$ cat src/core/mscp_pkg.sv
// Purpose: Shared constants for the statistics counter part
// Assumes: 40 MHz system clock
// Notes: Counter widths and bin limits live here
package mscp_pkg;
   // ***********************************************
   // Widths
   // ***********************************************
   localparam int MSCP_BIN_W = 20;
   localparam int MSCP_WIDE_W = 32;
   localparam int MSCP_LEN_W = 16;
   localparam int MSCP_COL_W = 5;
   // ***********************************************
   // Frame length bins
   // ***********************************************
   localparam logic [MSCP_LEN_W-1:0] MSCP_BIN_A_LO = 16'h0200;
   localparam logic [MSCP_LEN_W-1:0] MSCP_BIN_A_HI = 16'h03ff;
   localparam logic [MSCP_LEN_W-1:0] MSCP_BIN_B_LO = 16'h0400;
   localparam logic [MSCP_LEN_W-1:0] MSCP_BIN_B_HI = 16'h05ee;
   // ***********************************************
   // Deferral
   // ***********************************************
   localparam logic [MSCP_LEN_W-1:0] MSCP_DEFER_MARGIN = 16'h0010;
   localparam int MSCP_BITS_PER_BYTE = 8;
   // ***********************************************
   // Time base
   // ***********************************************
   localparam int MSCP_CLK_MHZ = 40;
   localparam int MSCP_US_NS = 1000;
   localparam int MSCP_CLK_NS = 25;
   localparam int MSCP_US_CYCLES = MSCP_US_NS / MSCP_CLK_NS;
   localparam logic [MSCP_BIN_W-1:0] MSCP_BIN_RST = 20'h00000;
   localparam logic [MSCP_WIDE_W-1:0] MSCP_WIDE_RST = 32'h00000000;
endpackage

$ cat src/core/mscp_counter.sv
// Purpose: Wrapping counter with clear and variable step
// Assumes: Synchronous active high reset
// Notes: Wraps past its maximum
`timescale 1ns/1ps
module mscp_counter #(
   parameter int W = 20
) (
   input wire logic clk,
   input wire logic sys_rst,
   input wire logic clr,
   input wire logic inc,
   input wire logic [W-1:0] step,
   output logic [W-1:0] count
);
   logic [W-1:0] count_q;
   logic [W-1:0] count_d;
   // Wrap is free: the sum is cut to W bits
   assign count_d = clr ? '0 : (inc ? W'(count_q + step) : count_q);
   always_ff @(posedge clk) begin
      if (sys_rst) begin
         count_q <= '0;
      end else begin
         count_q <= count_d;
      end
   end
   assign count = count_q;
endmodule // mscp_counter

$ cat src/core/mscp_sync.sv
// Purpose: Three flop synchroniser with agreement filter
// Assumes: Input from outside the clock domain
// Notes: Output changes once stages two and three agree
`timescale 1ns/1ps
module mscp_sync (
   input wire logic clk,
   input wire logic sys_rst,
   input wire logic din,
   output logic dout
);
   logic s1_q;
   logic s2_q;
   logic s3_q;
   logic out_q;
   always_ff @(posedge clk) begin
      if (sys_rst) begin
         s1_q <= 1'b0;
         s2_q <= 1'b0;
         s3_q <= 1'b0;
         out_q <= 1'b0;
      end else begin
         s1_q <= din;
         s2_q <= s1_q;
         s3_q <= s2_q;
         if (s2_q == s3_q) begin
            out_q <= s3_q;
         end
      end
   end
   assign dout = out_q;
endmodule // mscp_sync

$ cat src/core/mscp_stats.sv
// Purpose: Upper receive bins, receive low-power-idle and transmit error counters
// Assumes: Frame events are one-cycle pulses from MAC logic on clk
// Notes: Counter read-out path lies outside this block
//
// Behaviour
// - Count good received frames of 512 to 1023 bytes.
// - Count good received frames of 1024 to 1518 bytes.
// - Count good received frames longer than 1518 bytes.
// - Bins skip frames failing address filter or dropped on FIFO overflow.
// - 32-bit count of rising edges of the PHY low-power-idle indication.
// - 32-bit microsecond total of time the PHY indicates low-power idle.
// - Both low-power-idle counters held clear while enable bit is low.
// - Low-power-idle counters keep running in sleep states zero, three, normal.
// - Count transmitted frames with a wrong frame check sequence.
// - Force-bad-checksum makes frames go out corrupted, and they are counted.
// - Count frames deferred over two max-frame times plus 16 bytes.
// - Deferral timer restarts from zero on each new deferral.
// - Count frames sent with carrier absent or lost.
// - Sum bytes of transmissions that ended in error.
// - Count frames sent successfully after exactly one collision.
// - Count frames sent successfully after more than one collision.
// - Upper receive bins are 20 bits wide.
`timescale 1ns/1ps
module mscp_stats
   import mscp_pkg::*;
#(
   parameter int US_CYCLES = mscp_pkg::MSCP_US_CYCLES
) (
   input wire logic clk,
   input wire logic sys_rst,
   input wire logic energy_efficient_enable,
   input wire logic force_bad_checksum,
   input wire logic [mscp_pkg::MSCP_LEN_W-1:0] max_frame_size,
   input wire logic sleep_state_zero,
   input wire logic sleep_state_three,
   input wire logic phy_rx_lpi,
   input wire logic rx_done,
   input wire logic rx_err,
   input wire logic rx_filter_fail,
   input wire logic rx_fifo_ovf,
   input wire logic [mscp_pkg::MSCP_LEN_W-1:0] rx_len,
   input wire logic tx_defer_active,
   input wire logic tx_bit_tick,
   input wire logic tx_done,
   input wire logic tx_ok,
   input wire logic tx_fcs_bad,
   input wire logic tx_carrier_lost,
   input wire logic [mscp_pkg::MSCP_LEN_W-1:0] tx_len,
   input wire logic [mscp_pkg::MSCP_COL_W-1:0] tx_collisions,
   output logic tx_fcs_corrupt,
   output logic [mscp_pkg::MSCP_BIN_W-1:0] rx_bin_512_cnt,
   output logic [mscp_pkg::MSCP_BIN_W-1:0] rx_bin_1024_cnt,
   output logic [mscp_pkg::MSCP_BIN_W-1:0] rx_bin_over_cnt,
   output logic [mscp_pkg::MSCP_WIDE_W-1:0] rx_lpi_trans_cnt,
   output logic [mscp_pkg::MSCP_WIDE_W-1:0] rx_lpi_time_cnt,
   output logic [mscp_pkg::MSCP_BIN_W-1:0] tx_fcs_err_cnt,
   output logic [mscp_pkg::MSCP_BIN_W-1:0] tx_defer_err_cnt,
   output logic [mscp_pkg::MSCP_BIN_W-1:0] tx_carrier_err_cnt,
   output logic [mscp_pkg::MSCP_WIDE_W-1:0] tx_bad_byte_cnt,
   output logic [mscp_pkg::MSCP_BIN_W-1:0] tx_single_col_cnt,
   output logic [mscp_pkg::MSCP_BIN_W-1:0] tx_multi_col_cnt
);
   import mscp_pkg::*;
   localparam int DW = MSCP_WIDE_W;
   localparam int BW = MSCP_BIN_W;
   localparam logic [BW-1:0] ONE_B = 20'h00001;
   localparam logic [DW-1:0] ONE_W = 32'h00000001;

   // ***********************************************
   // Receive length bins
   // ***********************************************
   logic rx_good;
   logic in_a;
   logic in_b;
   logic in_over;
   assign rx_good = rx_done & ~rx_err & ~rx_filter_fail & ~rx_fifo_ovf;
   assign in_a = rx_good && rx_len >= MSCP_BIN_A_LO && rx_len <= MSCP_BIN_A_HI;
   assign in_b = rx_good && rx_len >= MSCP_BIN_B_LO && rx_len <= MSCP_BIN_B_HI;
   assign in_over = rx_good && rx_len > MSCP_BIN_B_HI;

   mscp_counter #(.W(BW)) u_bin_a (.clk(clk), .sys_rst(sys_rst), .clr(1'b0),
      .inc(in_a), .step(ONE_B), .count(rx_bin_512_cnt));
   mscp_counter #(.W(BW)) u_bin_b (.clk(clk), .sys_rst(sys_rst), .clr(1'b0),
      .inc(in_b), .step(ONE_B), .count(rx_bin_1024_cnt));
   mscp_counter #(.W(BW)) u_bin_o (.clk(clk), .sys_rst(sys_rst), .clr(1'b0),
      .inc(in_over), .step(ONE_B), .count(rx_bin_over_cnt));

   // ***********************************************
   // Receive low-power idle
   // ***********************************************
   // Sleep state inputs are deliberately not used as gates: counting
   // must not stop in any of the listed power states
   logic lpi_s;
   logic lpi_prev_q;
   logic lpi_rise;
   logic lpi_clr;
   logic us_tick;
   logic [15:0] us_div_q;
   logic [15:0] us_div_d;
   logic unused_sleep;
   assign unused_sleep = sleep_state_zero | sleep_state_three;

   mscp_sync u_lpi_sync (.clk(clk), .sys_rst(sys_rst), .din(phy_rx_lpi), .dout(lpi_s));

   assign lpi_clr = ~energy_efficient_enable;
   assign lpi_rise = lpi_s & ~lpi_prev_q;
   // Microsecond prescaler runs only while idle is indicated
   assign us_tick = lpi_s && (us_div_q == 16'(US_CYCLES - 1));
   assign us_div_d = (lpi_clr || !lpi_s || us_tick) ? 16'h0000 : 16'(us_div_q + 16'h0001);

   always_ff @(posedge clk) begin
      if (sys_rst) begin
         lpi_prev_q <= 1'b0;
         us_div_q <= 16'h0000;
      end else begin
         lpi_prev_q <= lpi_s;
         us_div_q <= us_div_d;
      end
   end

   mscp_counter #(.W(DW)) u_lpi_tr (.clk(clk), .sys_rst(sys_rst), .clr(lpi_clr),
      .inc(lpi_rise), .step(ONE_W), .count(rx_lpi_trans_cnt));
   mscp_counter #(.W(DW)) u_lpi_tm (.clk(clk), .sys_rst(sys_rst), .clr(lpi_clr),
      .inc(us_tick), .step(ONE_W), .count(rx_lpi_time_cnt));

   // ***********************************************
   // Transmit errors
   // ***********************************************
   logic fcs_q;
   always_ff @(posedge clk) begin
      if (sys_rst) begin
         fcs_q <= 1'b0;
      end else begin
         fcs_q <= force_bad_checksum;
      end
   end
   assign tx_fcs_corrupt = fcs_q;

   logic fcs_err;
   assign fcs_err = tx_done & (tx_fcs_bad | fcs_q);
   mscp_counter #(.W(BW)) u_fcs (.clk(clk), .sys_rst(sys_rst), .clr(1'b0),
      .inc(fcs_err), .step(ONE_B), .count(tx_fcs_err_cnt));

   // Deferral limit in bit times: two max frames plus margin
   logic [DW-1:0] defer_lim;
   logic [DW-1:0] defer_q;
   logic [DW-1:0] defer_d;
   logic defer_act_q;
   logic defer_over_q;
   logic defer_over_d;
   logic defer_err;
   assign defer_lim = DW'((2 * {16'h0000, max_frame_size} + {16'h0000, MSCP_DEFER_MARGIN})
      * MSCP_BITS_PER_BYTE);
   logic defer_fresh;
   assign defer_fresh = tx_defer_active && !defer_act_q;
   // A fresh deferral restarts the timer and counts its own first bit time;
   // end of transmission clears it so a later frame is not judged on old deferral
   assign defer_d = defer_fresh ? {31'h00000000, tx_bit_tick} :
      (tx_done ? 32'h00000000 :
      ((tx_defer_active && tx_bit_tick && defer_q != 32'hffffffff) ?
      DW'(defer_q + ONE_W) : defer_q));
   assign defer_over_d = tx_done ? 1'b0 : (defer_over_q | (defer_q > defer_lim));
   assign defer_err = tx_done & (defer_over_q | (defer_q > defer_lim));

   always_ff @(posedge clk) begin
      if (sys_rst) begin
         defer_q <= MSCP_WIDE_RST;
         defer_act_q <= 1'b0;
         defer_over_q <= 1'b0;
      end else begin
         defer_q <= defer_d;
         defer_act_q <= tx_defer_active;
         defer_over_q <= defer_over_d;
      end
   end
   mscp_counter #(.W(BW)) u_defer (.clk(clk), .sys_rst(sys_rst), .clr(1'b0),
      .inc(defer_err), .step(ONE_B), .count(tx_defer_err_cnt));

   logic car_err;
   assign car_err = tx_done & tx_carrier_lost;
   mscp_counter #(.W(BW)) u_car (.clk(clk), .sys_rst(sys_rst), .clr(1'b0),
      .inc(car_err), .step(ONE_B), .count(tx_carrier_err_cnt));

   logic tx_bad;
   assign tx_bad = tx_done & ~tx_ok;
   mscp_counter #(.W(DW)) u_bad (.clk(clk), .sys_rst(sys_rst), .clr(1'b0),
      .inc(tx_bad), .step({16'h0000, tx_len}), .count(tx_bad_byte_cnt));

   logic col_one;
   logic col_many;
   assign col_one = tx_done & tx_ok & (tx_collisions == 5'h01);
   assign col_many = tx_done & tx_ok & (tx_collisions > 5'h01);
   mscp_counter #(.W(BW)) u_sc (.clk(clk), .sys_rst(sys_rst), .clr(1'b0),
      .inc(col_one), .step(ONE_B), .count(tx_single_col_cnt));
   mscp_counter #(.W(BW)) u_mc (.clk(clk), .sys_rst(sys_rst), .clr(1'b0),
      .inc(col_many), .step(ONE_B), .count(tx_multi_col_cnt));
endmodule // mscp_stats

$ cat config.mk
export PLATFORM = sky130hd
export DESIGN_NAME = mscp_stats
export DESIGN_NICKNAME = d
export VERILOG_FILES = /design/src/core/mscp_pkg.sv /design/src/core/mscp_counter.sv /design/src/core/mscp_sync.sv /design/src/core/mscp_stats.sv
export SDC_FILE = /design/constraint.sdc
export NUM_CORES = 1
export LEC_CHECK = 0
export BUFFER_PORTS_ARGS = -buffer_cell sky130_fd_sc_hd__buf_2
export CAP_MARGIN = 20
export CELL_PAD_IN_SITES_DETAIL_PLACEMENT = 0
export CELL_PAD_IN_SITES_GLOBAL_PLACEMENT = 1
export CORE_ASPECT_RATIO = 1.4
export CORE_MARGIN = 2
export CORE_UTILIZATION = 37
export CTS_CLUSTER_SIZE = 12
export DETAILED_ROUTE_END_ITERATION = 16
export PLACE_DENSITY_LB_ADDON = 0.1
export SETUP_SLACK_MARGIN = 0.2
export SYNTH_ARGS = -nofsm -noshare
export SYNTH_HDL_FRONTEND = slang
export SYNTH_SLANG_ARGS = --single-unit
$ cat constraint.sdc
create_clock -name clk -period 3.6 [get_ports clk]
set_input_delay 0.54 -clock clk [delete_from_list [all_inputs] [get_ports clk]]
set_output_delay 0.54 -clock clk [all_outputs]
set_load 0.05 [all_outputs]
# Yosys cells after proc, flatten, opt, wreduce, memory -nomap -nowiden

Cells that the tools add are included.

Memories kept: 0
Input bits: 70
Memory bits (read-only): 0
Memory bits (writable): 0
Output and inout bits: 257
Logic and storage cells: 87
Latch bits: 0
Bits in registers: 312

Order comparisons: 7
Divide/modulo/power cells: 0
Add/sub/neg operators: 14
Shifts and indexed selects: 0
Equal/unequal tests: 4
Muxes and demuxes: 3
Reductions and logical operators: 18
Bitwise logic cells: 19
Multiply operators: 0

Operator list:

| cell                                                              | count |
|---|---|
| adder 20 x 1 -> 20 bit (second input constant)                    | 8 |
| adder 32 x 1 -> 32 bit (second input constant)                    | 3 |
| adder 32 x 16 -> 32 bit                                           | 1 |
| > comparator 32 x 21 -> 1 bit                                     | 1 |
| != test 32 bit (second input constant)                            | 1 |
| adder 17 x 5 -> 18 bit (second input constant)                    | 1 |
| adder 16 x 1 -> 16 bit (second input constant)                    | 1 |
| == test 16 x 6 -> 1 bit (second input constant)                   | 1 |
| >= comparator 16 x 10 -> 1 bit (second input constant)            | 1 |
| >= comparator 16 x 11 -> 1 bit (second input constant)            | 1 |
| > comparator 16 x 11 -> 1 bit (second input constant)             | 1 |
| less-or-equal comparator 16 x 10 -> 1 bit (second input constant) | 1 |
| less-or-equal comparator 16 x 11 -> 1 bit (second input constant) | 1 |
| bitwise AND 1 bit                                                 | 11 |
| logical AND 1 bit                                                 | 9 |
| inverter 1 bit                                                    | 6 |
| OR reduction 2 bit                                                | 3 |
| == test 5 x 1 -> 1 bit (second input constant)                    | 1 |
| > comparator 5 x 1 -> 1 bit (second input constant)               | 1 |
| two-way mux 1 bit                                                 | 3 |
| nonzero test 3 bit                                                | 1 |
| OR reduction 3 bit                                                | 1 |
| logical NOT 1 bit                                                 | 2 |
| logical OR 1 bit                                                  | 2 |
| 2 further kinds                                                   | 3 |

# Depth between registers and ports, before layout

Gate-level depths: netlist of the first run.

Word-level depth: 6
Gate-level depth with buffers: 15
Depth with buffers taken out: 12

# Modules after synthesis

A second synthesis of the first run with hierarchy kept.

Cell total of the unflattened synthesis: 3013
Area, all modules: 24912.6 um2

By module, submodules not included:

| module                     | area each (um2) | times used | sequential area each (um2) | cells each |
|---|---|---|---|---|
| mscp_counter (u_car ...)   | 1667.8          | 5          | 400.4                      | 200 |
| mscp_counter (u_bad ...)   | 2693.8          | 3          | 640.6                      | 325 |
| mscp_counter (u_bin_a ...) | 1711.6          | 2          | 400.4                      | 210 |
| mscp_stats                 | 3286.9          | 1          | 1041.0                     | 408 |
| mscp_counter (u_bin_o)     | 1669.1          | 1          | 400.4                      | 200 |
| mscp_sync                  | 112.6           | 1          | 80.1                       | 10 |

# Worst setup path before layout of the first run

No wires, ideal clock.

Path type: input port to flip-flop
Start: input max_frame_size[5] in the netlist's numbering
End: register u_defer.count_q[15], in the netlist u_defer.count[15]
Required time: 3530 ps
Cell stages on the path: 15
Setup time: 70 ps
Slack: 51 ps
Data arrival time: 3478 ps
Buffers on the path: 3
Path through: and3_1 -> and4_1 -> nand2_1 -> xor2_1 -> ha_1 -> and2_1 -> a221o_1 -> a31oi_1 -> or4b_1 -> clkbuf_1 -> nand2_1 -> clkbuf_1 -> buf_2 -> o31ai_1 -> a21oi_1

Word-level cells in the longest chain between the ends: 4

Ends and longest elaborated chain:

| element                       | RTL line           | text |
|---|---|---|
| start: declaration            | mscp_stats.sv:33   | `input wire logic [mscp_pkg::MSCP_LEN_W-1:0] max_frame_size,` |
| adder 17 x 5 -> 18 bit        | mscp_stats.sv:152  | `assign defer_lim = DW'((2 * {16'h0000, max_frame_size} + {16'h0000, MSCP_DEFER_MARGIN})` |
| > comparator 32 x 21 -> 1 bit | mscp_stats.sv:163  | `assign defer_err = tx_done & (defer_over_q \| (defer_q > defer_lim));` |
| OR 1 bit                      | mscp_stats.sv:163  |  |
| bitwise AND 1 bit             | mscp_stats.sv:163  |  |
| end signal: assignment        | mscp_counter.sv:23 | `count_q <= count_d;` |
| end: declaration              | mscp_counter.sv:15 | `logic [W-1:0] count_q;` |

No other way between the ends.
A chain may end at the register's enable or synchronous reset.

# Worst setup path after layout of the first run

Start: input max_frame_size[5] in the netlist's numbering
End: register u_defer.count_q[1], in the netlist u_defer.count[1]

Same word-level chain as after synthesis.

==> results of run 1 <==
[cells by family (layout without fill, tap and decap cells)]
kind of cell,after synthesis,in the layout
simple gates,869,869
flops,312,312
xor+xnor,235,235
compound gates,200,200
buf+inv,90,460
fa+ha+maj,48,48
mux,9,9
other cells,0,1
[flip-flops by register name (all words and copies together) (netlist names), 16 cells and up]
register	flops
u_lpi_tr.count	32
u_fcs.count	20
u_bin_o.count	20
u_bin_b.count	20
u_lpi_tm.count	32
defer_q	32
u_bin_a.count	20
us_div_q	16
u_sc.count	20
u_mc.count	20
u_bad.count	32
u_defer.count	20
u_car.count	20
[how the worst min path moves through the flow]
stage	start	end	slack, ps	cells past startpoint
3_5_place_dp	u_lpi_sync.s3_q$_SDFF_PP0_	u_lpi_sync.dout$_SDFFE_PP0N_	450	2
4_1_cts	phy_rx_lpi	u_lpi_sync.s1_q$_SDFF_PP0_	210	2
5_1_grt	phy_rx_lpi	u_lpi_sync.s1_q$_SDFF_PP0_	210	2
3_3_place_gp	u_lpi_sync.s3_q$_SDFF_PP0_	u_lpi_sync.dout$_SDFFE_PP0N_	440	2
6_report	phy_rx_lpi	u_lpi_sync.s1_q$_SDFF_PP0_	230	2
2_1_floorplan	u_lpi_sync.s1_q$_SDFF_PP0_	u_lpi_sync.s2_q$_SDFF_PP0_	410	1
[synthesized netlist by cell type, types with 17 or more instances]
cell / count
or4_1: 21
nand2_1: 157
dfxtp_1: 312
nor2b_1: 17
xor2_1: 139
o21ai_0: 57
nor4_1: 25
or3_1: 45
nor2_1: 282
nor3_1: 20
clkbuf_1: 44
nand4_1: 69
nand3_1: 100
and4_1: 19
xnor2_1: 96
and3_1: 59
inv_1: 39
a21oi_1: 91
ha_1: 47
[critical path: cells and delay by family]
| kind | cells | cell delay [ps] |
|---|---|---|
| xor gates and xnor gates | 1 | 170 |
| muxes | 1 | 210 |
| AOI/OAI and AO/OA | 2 | 510 |
| adders and majority gates | 1 | 260 |
| and+or+nand+nor | 7 | 1460 |
| buffers and inverters | 2 | 310 |
[power groups by stage]
stage / Combinational [mW] / Sequential, mW / Clock [mW]
after CTS: 0.449 / 3.49 / 3.66
after global placement: 0.442 / 3.57 / 0
final: 0.441 / 3.50 / 3.53
after detailed placement: 0.448 / 3.57 / 0
after floorplan: 0.223 / 3.64 / 0
after global routing: 0.489 / 3.50 / 3.78
[layout make-up]
cell class / instances / area, um^2
diodes: 1 / 2.50
clock inverters: 5 / 32.5
repair buffers: 360 / 1900
well taps: 528 / 661
fillers: 4036 / 21100
inverters: 39 / 146
clock buffers: 56 / 1090
flip-flops and latches: 312 / 6250
multi-input cells: 1361 / 8290
[layer usage]
layer,track usage,part of all wire,vias to the layer above
li1,-,-,6831
met1,0.224,0.42,6235
met2,0.333,0.49,276
met3,0.0506,0.062,52
met4,0.0524,0.021,6
met5,0,0.0010,-
==> summary.txt, run 1 <==
Timing
  – Endpoints failing hold: 0
  – Unrepaired setup endpoints after global routing: false
  – Max-slew violation count: 0
  – Least-Margin Pin Slew: 971 ps
  – Clock period minus worst slack: approximately 3000 ps
  – Setup ws final: 531 ps
  – Fin crit share: 0.853
  – Fin Setup TNS: 0 ps
  – Setup Skew: around 14 ps
  – Finish-stage setup viols: 0
  – Hold WS: roughly 230 ps
  – Max Clock Freq: between 300 and 400 MHz
  – Rel. slew slack: 0.348

Synthesis
  – Sequential share of the synthesized area: 0.420
  – Complex-gate fraction of the synthesized area: 0.0776
  – YS warnings: 0
  – Post-synth cell types: 60
  – Post-Synth Simple-Gate Area: 0.294
  – Post-synth EDFFs: 0
  – Xor/xnor share of the synthesized area: 0.138
  – Synth Instances: between 1500 and 2000
  – Mux contribution to synthesized area: 0.00623
  – Post-synth top area cell: dfxtp_1
  – Cell area after synthesis: ~0.015 mm^2
  – Post-Synth Adder-Cell Area: 0.0409
  – Post-synth top flop: dfxtp_1
  – Avg Cell Area, Syn: 8.43 um^2
  – Area contributors post-synth: dfxtp_1 (42%), xor2_1 (8.2%), nor2_1 (7.1%)
  – Mapped Nets: 1881
  – Yosys top cell area share: 0.420
  – #FFs+latches synth: about 310
  – Synth async-reset ratio: 0
  – Largest family of logic cells by synthesized area: simple AND/OR/NAND/NOR gates

Worst setup path
  – Worst Setup Path Type: in -> reg
  – FF-to-FF Start: us_div_q[0]$_SDFF_PP0_
  – CP max stage delay: 580 ps
  – Worst endpoint required time: 3990 ps
  – Critical Path, Cell by Cell: buf_2, and3_1, and4_1, nand2_1, xor2_1, ha_1, and2_1, a221o_1, a31oi_1, or4b_1, buf_4, nand3_1, mux2i_1, nor2_1
  – Crit Path Max Fanout: 6
  – CP arrival: between 3000 and 4000 ps
  – R2R setup slack: roughly 800 ps
  – Worst Setup EP: u_defer.count[1]$_SDFFE_PP0P_
  – R2r worst-path depth: 8
  – Crit. Startpoint: max_frame_size[5]
  – Worst setup SP type: input port
  – Worst reg2reg endpoint: u_lpi_tm.count[30]$_SDFFE_PP0P_
  – Crit-path slowest cell: or4b_1
  – Worst Setup End Kind: flop

Place
  – Routability cong.: 0.821
  – PortBufs: approximately 320
  – Placement Setup Slack: -70.0 ps
  – Post-detail-place hpwl: 30100 um
  – Placed inst area: approximately 0.017 mm^2
  – Placed cells: 2600

Finish
  – Fin cells: roughly 2700
  – Most common cell after layout, fill and taps aside: buf_2
  – Most frequent cells in the layout: buf_2 (323), dfxtp_1 (312), nor2_1 (282)
  – Finished Cell Area: 0.0184 mm^2
  – Area Growth Syn to Fin: 23.5%
  – Layout cells sized above 1: 0.203
  – NumNets Final: 2228
  – Fin util: 0.465

Global route
  – Antenna violations before repair: 4
  – Largest net degree at the start of global routing: approximately 70
  – GRT Util Overall: 0.188
  – First-pass GRT wire length: around 65000 um
  – Number of global-route vias before repair: around 13000
  – Grt ovf: 0

Run status
  – Status: finished clean

Route
  – Post-route DRC: 0
  – Antenna-violating nets left: 0
  – Routed vias: 13400
  – Initial DRT Pass Iterations: 5
  – WL per Instance: approximately 15 um
  – Routed wire length: 40700 um
  – DR vias/cell: 5.03
  – Number of DRC markers in iteration 0: around 550

Floorplanning
  – Rows: 86
  – Die Y: about 240 um
  – DIE AREA: between 0.04 and 0.05 mm^2
  – Die Span X: approximately 170 um
  – Initial Utilization: 0.376
  – Core area: a little under 0.04 mm^2
  – I/O Pins: between 300 and 400

Power and ir drop
  – Clock power share: 0.473
  – P per Cell Area: 407 mW/mm^2
  – Sw Ratio: 0.238
  – Combinational fraction of design power: 0.059
  – Maximum VDD drop: ~0.30 mV
  – Pint: roughly 5.7 mW
  – Leak: about 7.5 nW
  – Total Power: between 7 and 8 mW
  – P_sw: around 1.8 mW
  – Sequential group share of total power: 0.468

Flow run
  – Max cap viols: 0

Clock tree
  – CTS root buf: clkbuf_16
  – CTS tree: built
  – Clk sinks: 312
  – Num CTS Buffers: 36
  – Clock latency on the worst-skew pair: roughly 520 ps
  – Postcts setup bufs: 0
  – CTS hold repair buffers: 0
  – Reg clk slew, reported paths: around 60 ps
  – Post_cts resized: 0
  – H-tree levels: 2
  – Bufs on Longest Clock Path: 3

Min path
  – Worst hold path type: in -> reg
Power figures use the tool's default switching activity.
==> run 2, diff against run 1 <==
- CELL_PAD_IN_SITES_DETAIL_PLACEMENT: 0 -> 1
==> run 2 against run 1 <==
  * Combinational power increased by 2%
  * Setup slack got worse by 4.5 ps
  * Final cell count decreased by 0.19%
  * Critical path depth unchanged
  * Global-route usage increased by 1.6 points
  * Critical path type unchanged
  * Highest routed layer unchanged
==> summary.txt, run 2 (synthesis results as in run 1) <==
Clock tree
  – CTS tree: built
  – Num CTS Buffers: 35 (-2.8%)
  – Clock latency on the worst-skew pair: 530 ps (about the same)
  – Reg clk slew, reported paths: 60 ps (about the same)
  – Post_cts resized: 0 (unchanged)
  – Clk sinks: 312 (unchanged)
  – CTS hold repair buffers: 0 (unchanged)
  – Bufs on Longest Clock Path: 3 (unchanged)
  – H-tree levels: 2 (unchanged)
  – Postcts setup bufs: 0 (unchanged)
  – CTS root buf: clkbuf_16

Global route
  – Largest net degree at the start of global routing: 72 (unchanged)
  – First-pass GRT wire length: 70900 um (+8.9%)
  – GRT Util Overall: 0.204 (+0.0159)
  – Antenna violations before repair: 4 (unchanged)
  – Number of global-route vias before repair: 13900 (+10%)
  – Grt ovf: 0 (unchanged)

Timing
  – Endpoints failing hold: 0 (unchanged)
  – Max Clock Freq: 325 MHz (-0.15%)
  – Fin crit share: 0.854 (+0.00124)
  – Finish-stage setup viols: 0 (unchanged)
  – Max-slew violation count: 0 (unchanged)
  – Unrepaired setup endpoints after global routing: false
  – Fin Setup TNS: 0 ps (unchanged)
  – Clock period minus worst slack: 3070 ps (+4.47 ps)
  – Rel. slew slack: 0.335 (-0.0122)
  – Setup ws final: 526 ps (-4.47 ps)
  – Setup Skew: 17.5 ps (+3.15 ps)
  – Least-Margin Pin Slew: 989 ps (+18.2 ps)
  – Hold WS: 239 ps (+10.7 ps)

Route
  – DR vias/cell: 5.18 (+3.0%)
  – Metal3 WL: 2700 um (+6.9%)
  – Initial DRT Pass Iterations: 6 (+1)
  – Routed vias: 13800 (+2.8%)
  – Post-route DRC: 0 (unchanged)
  – Antenna-violating nets left: 0 (unchanged)
  – DR top layer: met5
  – Number of DRC markers in iteration 0: 406 (-26%)
  – Routed met2 length: 22100 um (+9.8%)
  – Routed wire length: 43700 um (+7.4%)
  – WL per Instance: 16.5 um (+7.6%)
  – DRT met1 WL: 17800 um (+3.6%)

Place
  – Placed cells: 2600 (unchanged)
  – Routability cong.: 0.821 (unchanged)
  – Post-detail-place hpwl: 32700 um (+8.6%)
  – PortBufs: 324 (unchanged)
  – Placement Setup Slack: -83.8 ps (-13.8 ps)

Finish
  – # fillers: 4868 (+21%)
  – NumNets Final: 2227 (-0.045%)
  – Most common cell after layout, fill and taps aside: buf_2
  – Most frequent cells in the layout: buf_2 (323), dfxtp_1 (312), nor2_1 (282)
  – Layout cells sized above 1: 0.200 (-0.00225)
  – Fin cells: 2657 (-0.19%)
  – Area Growth Syn to Fin: 23.2%

Worst setup path
  – FF-to-FF Start: defer_q[3]$_SDFFE_PP0P_
  – Worst reg2reg endpoint: defer_q[31]$_SDFFE_PP0P_
  – R2R setup slack: 760 ps (-40 ps)
  – Worst Setup End Kind: flop
  – Worst setup SP type: input port
  – Crit Path Max Fanout: 6 (unchanged)
  – Worst endpoint required time: 3990 ps (about the same)
  – CP arrival: 3460 ps (about the same)
  – Worst Setup Path Type: in -> reg
  – Crit. Startpoint: max_frame_size[5]
  – R2r worst-path depth: 7 (-1)

Min path
  – Hold path cells: 2 (unchanged)
  – Worst hold path type: in -> reg
  – Hold_sp: phy_rx_lpi
  – Worst Hold Path EP: u_lpi_sync.s1_q$_SDFF_PP0_

Floorplanning
  – Die Y: 241 um (unchanged)
  – Rows: 86 (unchanged)
  – I/O Pins: 327 (unchanged)
  – Initial Utilization: 0.376 (unchanged)
  – Die Span X: 173 um (unchanged)
  – Core area: 0.0395 mm^2 (unchanged)
  – DIE AREA: 0.0418 mm^2 (unchanged)

Power and ir drop
  – Maximum VDD drop: 0.282 mV (-7.0%)
  – Total Power: 7.39 mW (-1.0%)
  – P per Cell Area: 403 mW/mm^2 (-0.82%)
  – Leak: 7.45 nW (-0.42%)

Flow run
  – Max cap viols: 0 (unchanged)

Run status
  – Status: finished clean
## run 2: cell type report
| class | count | area, um^2 | share of cell area |
|---|---|---|---|
| sequential | 312 | 6250 | 0.341 |
| antenna | 2 | 5.00 | 0.000273 |
| clock buffer | 52 | 1030 | 0.0563 |
| timing repair buffer | 360 | 1900 | 0.104 |
| inverter | 39 | 146 | 0.00799 |
| multi-input combinational | 1361 | 8290 | 0.452 |
| clock inverter | 3 | 42.5 | 0.00232 |
| tap | 528 | 661 | 0.0361 |
## run 2: through the flow
stage | area [um^2] | utilization
floorplan | 14900 | -
global placement | 17200 | 0.437
detailed placement | 17200 | 0.437
CTS | 18300 | 0.464
global route | 18300 | 0.464
finish | 18300 | 0.464
## run 2: layer usage
layer | up-vias | GRT usage
met4 | 4 | 0.0621
li1 | 6816 | -
met5 | - | 0
met2 | 256 | 0.379
met1 | 6641 | 0.228
met3 | 56 | 0.0537
## run 2: worst max-delay path by stage
stage,end,slack [ps],cells after the start
4_1_cts,u_defer.count[1]$_SDFFE_PP0P_,470,14
2_1_floorplan,u_defer.count[14]$_SDFFE_PP0P_,220,14
3_5_place_dp,u_defer.count[1]$_SDFFE_PP0P_,-80,14
6_report,u_defer.count[1]$_SDFFE_PP0P_,530,14
3_3_place_gp,u_defer.count[1]$_SDFFE_PP0P_,-20,14
5_1_grt,u_defer.count[7]$_SDFFE_PP0P_,320,15
## run 2: worst max-delay path, cell delays in order
cell	delay, ps
buf_2	100
and3_1	190
and4_1	220
nand2_1	80
xor2_1	170
ha_1	260
and2_1	170
a221o_1	310
a31oi_1	190
or4b_1	560
buf_4	210
nand3_1	180
mux2i_1	210
nor2_1	50
## run 2: power by group
part	internal (mW)	total, mW	switching [mW]
logic	0.145	0.448	0.303
registers	3.48	3.50	0.0200
clock network	2.04	3.44	1.41
total	5.66	7.39	1.73
==> run 3, diff against run 2 <==
- CORE_ASPECT_RATIO: 1.4 -> 1.2
- CORE_UTILIZATION: 37 -> 40
- clock period: 3.6 -> 3.5 ns (I/O delays scaled with it)
==> run 3 against run 2 <==
  * Count of clock-buffer cells in the layout increased by 2
  * Wire length decreased by 1.3%
  * Highest routed layer is now met4
  * Flip-flop and latch count unchanged
  * Sequential power increased by 3%
  * Power increased by 6.3%
  * Worst hold slack got worse by 4.6 ps
==> summary.txt, run 3 (synthesis results as in run 1) <==
Clock tree
  – CTS tree: built
  – Postcts setup bufs: 0 (unchanged)
  – CTS root buf: clkbuf_16
  – Post_cts resized: 0 (unchanged)
  – Bufs on Longest Clock Path: 3 (unchanged)
  – Clk sinks: 312 (unchanged)
  – Reg clk slew, reported paths: 60 ps (about the same)
  – Num CTS Buffers: 36 (+2.9%)
  – H-tree levels: 2 (unchanged)
  – CTS hold repair buffers: 0 (unchanged)
  – Clock latency on the worst-skew pair: 520 ps (about the same)

Route
  – Post-route DRC: 0 (unchanged)
  – Number of DRC markers in iteration 0: 468 (+15%)
  – Routed wire length: 43200 um (-1.3%)
  – Routed vias: 13800 (+0.50%)
  – DR vias/cell: 5.32 (+2.6%)
  – Initial DRT Pass Iterations: 4 (-2)
  – WL per Instance: 16.6 um (+0.75%)
  – Antenna-violating nets left: 0 (unchanged)

Floorplanning
  – Die Y: 215 um (-11%)
  – Die Span X: 180 um (+3.8%)
  – I/O Pins: 327 (unchanged)
  – Core area: 0.0367 mm^2 (-7.0%)
  – Rows: 77 (-10%)
  – Initial Utilization: 0.405 (+0.0286)
  – DIE AREA: 0.0387 mm^2 (-7.4%)

Power and ir drop
  – Leak: 7.50 nW (+0.61%)
  – Sequential group share of total power: 0.458 (-0.015)
  – Sw Ratio: 0.230 (-0.00372)
  – Clock power share: 0.485 (+0.019)
  – Maximum VDD drop: 0.300 mV (+6.6%)
  – P per Cell Area: 428 mW/mm^2 (+6.2%)
  – P_sw: 1.81 mW (+4.6%)
  – Combinational fraction of design power: 0.057 (-0.004)
  – Pint: 6.05 mW (+6.8%)

Place
  – Placement Setup Slack: -74.2 ps (+9.66 ps)
  – PortBufs: 324 (unchanged)
  – Routability cong.: 0.804 (-2.1%)
  – Placed cells: 2541 (-2.3%)
  – Post-detail-place hpwl: 31900 um (-2.5%)

Worst setup path
  – FF-to-FF Start: us_div_q[0]$_SDFF_PP0_
  – Worst reg2reg endpoint: u_lpi_tm.count[30]$_SDFFE_PP0P_
  – R2R setup slack: 640 ps (-120 ps)
  – Worst Setup Path Type: in -> reg
  – Crit. Startpoint: max_frame_size[5]
  – CP max stage delay: 530 ps (-30 ps)
  – Worst endpoint required time: 3870 ps (-120 ps)
  – Worst setup SP type: input port
  – R2r worst-path depth: 8 (+1)
  – Crit path max-delay family: simple AND/OR/NAND/NOR gates
  – Worst Setup EP: u_defer.count[1]$_SDFFE_PP0P_
  – Worst Setup End Kind: flop
  – Crit Path Max Fanout: 6 (unchanged)
  – Crit-path slowest cell: or4b_1
  – CP arrival: 3380 ps (-80 ps)
  – Critical Path, Cell by Cell: buf_2, and3_1, and4_1, nand2_1, xor2_1, ha_1, and2_1, a221o_1, a31oi_1, or4b_1, buf_4, nand3_1, mux2i_1, nor2_1
  – Worst path buffer plus inverter count: 2 (unchanged)
  – Crit path depth: 14 (unchanged)

Global route
  – Antenna violations before repair: 3 (-1)
  – Largest net degree at the start of global routing: 90 (+25%)
  – GRT Util Overall: 0.219 (+0.0150)
  – Grt ovf: 0 (unchanged)
  – Number of global-route vias before repair: 14100 (+1.6%)
  – First-pass GRT wire length: 71800 um (+1.2%)

Timing
  – Clock period minus worst slack: between 3000 and 4000 ps
  – Setup Skew: 9.48 ps (-8.07 ps)
  – Finish-stage setup viols: 0 (unchanged)
  – Max Clock Freq: ~330 MHz
  – Max-slew violation count: 0 (unchanged)
  – Setup ws final: 488 ps (-37.9 ps)
  – Unrepaired setup endpoints after global routing: false
  – Hold WS: 234 ps (-4.63 ps)
  – Endpoints failing hold: 0 (unchanged)
  – Rel. slew slack: 0.373 (+0.0379)
  – Fin crit share: 0.860
  – Least-Margin Pin Slew: 933 ps (-56.5 ps)

Finish
  – Multi-input logic area: 0.00829 mm^2 (about the same)
  – Layout cells sized above 1: 0.203 (+0.00273)
  – Sequential Area: 0.00625 mm^2 (unchanged)
  – Most frequent cells in the layout: buf_2 (323), dfxtp_1 (312), nor2_1 (282)
  – # fillers: 4515 (-7.3%)
  – Area Growth Syn to Fin: 23.3% (about the same)
  – NumNets Final: 2223 (-0.18%)
  – Fin cells: 2603 (-2.0%)
  – Most common cell after layout, fill and taps aside: buf_2
  – Fin util: 0.500 (+0.0356)

Min path
  – Worst hold path type: in -> reg

Run status
  – Status: finished clean

Flow run
  – Max cap viols: 0 (unchanged)
## run 3: changes by cell type in the layout (fill, tap and decap cells not counted), sizes merged
cell	change
clkinvlp	-1
clkbuf	+2
bufinv	+1
diode	-1
buf	-5
clkinv	+4
## run 3: cell type report
class | instances | share of cell area
sequential | 312 | 0.341
multi-input combinational | 1361 | 0.452
inverter | 39 | 0.00798
timing repair buffer | 355 | 0.101
clock inverter | 7 | 0.00464
clock buffer | 54 | 0.0605
tap | 474 | 0.0323
antenna | 1 | 0.000136
## run 3: worst min-delay path by stage
| stage | start | end | cells after the start |
|---|---|---|---|
| floorplan | u_lpi_sync.s1_q$_SDFF_PP0_ | u_lpi_sync.s2_q$_SDFF_PP0_ | 1 |
| global placement | u_lpi_sync.s1_q$_SDFF_PP0_ | u_lpi_sync.s2_q$_SDFF_PP0_ | 1 |
| detailed placement | u_lpi_sync.s1_q$_SDFF_PP0_ | u_lpi_sync.s2_q$_SDFF_PP0_ | 1 |
| CTS | phy_rx_lpi | u_lpi_sync.s1_q$_SDFF_PP0_ | 2 |
| global route | phy_rx_lpi | u_lpi_sync.s1_q$_SDFF_PP0_ | 2 |
| finish | phy_rx_lpi | u_lpi_sync.s1_q$_SDFF_PP0_ | 2 |
## run 3: power groups by stage
| stage | clock, mW | combinational (mW) | sequential, mW |
|---|---|---|---|
| floorplan | 0 | 0.230 | 3.74 |
| global placement | 0 | 0.440 | 3.67 |
| detailed placement | 0 | 0.454 | 3.67 |
| CTS | 3.94 | 0.456 | 3.59 |
| global route | 4.06 | 0.499 | 3.60 |
| finish | 3.81 | 0.450 | 3.59 |
## run 3: per-stage QoR
| stage | TNS, ps | power, mW | area (um^2) |
|---|---|---|---|
| after floorplan | 0 | 3.97 | 14900 |
| after global placement | 0 | 4.11 | 17100 |
| after detailed placement | -137 | 4.13 | 17100 |
| after CTS | 0 | 7.99 | 18300 |
| after global routing | 0 | 8.16 | 18300 |
| final | 0 | 7.85 | 18300 |
## run 3: routing by layer
metal	up-vias	global-route usage	part of all wire
li1	6803	-	-
met1	6725	0.254	0.42
met2	248	0.395	0.50
met3	66	0.0549	0.057
met4	0	0.0672	0.027
met5	-	0	0
## run 3: worst register-to-register path: stages (launching register included)
cell      delay [ps]
dfxtp_1          370
ha_1             250
nor4bb_1         360
nand4_1          300
or4_1            580
or2_2            340
nor4_1           300
xnor2_1          170
nor2_1            50
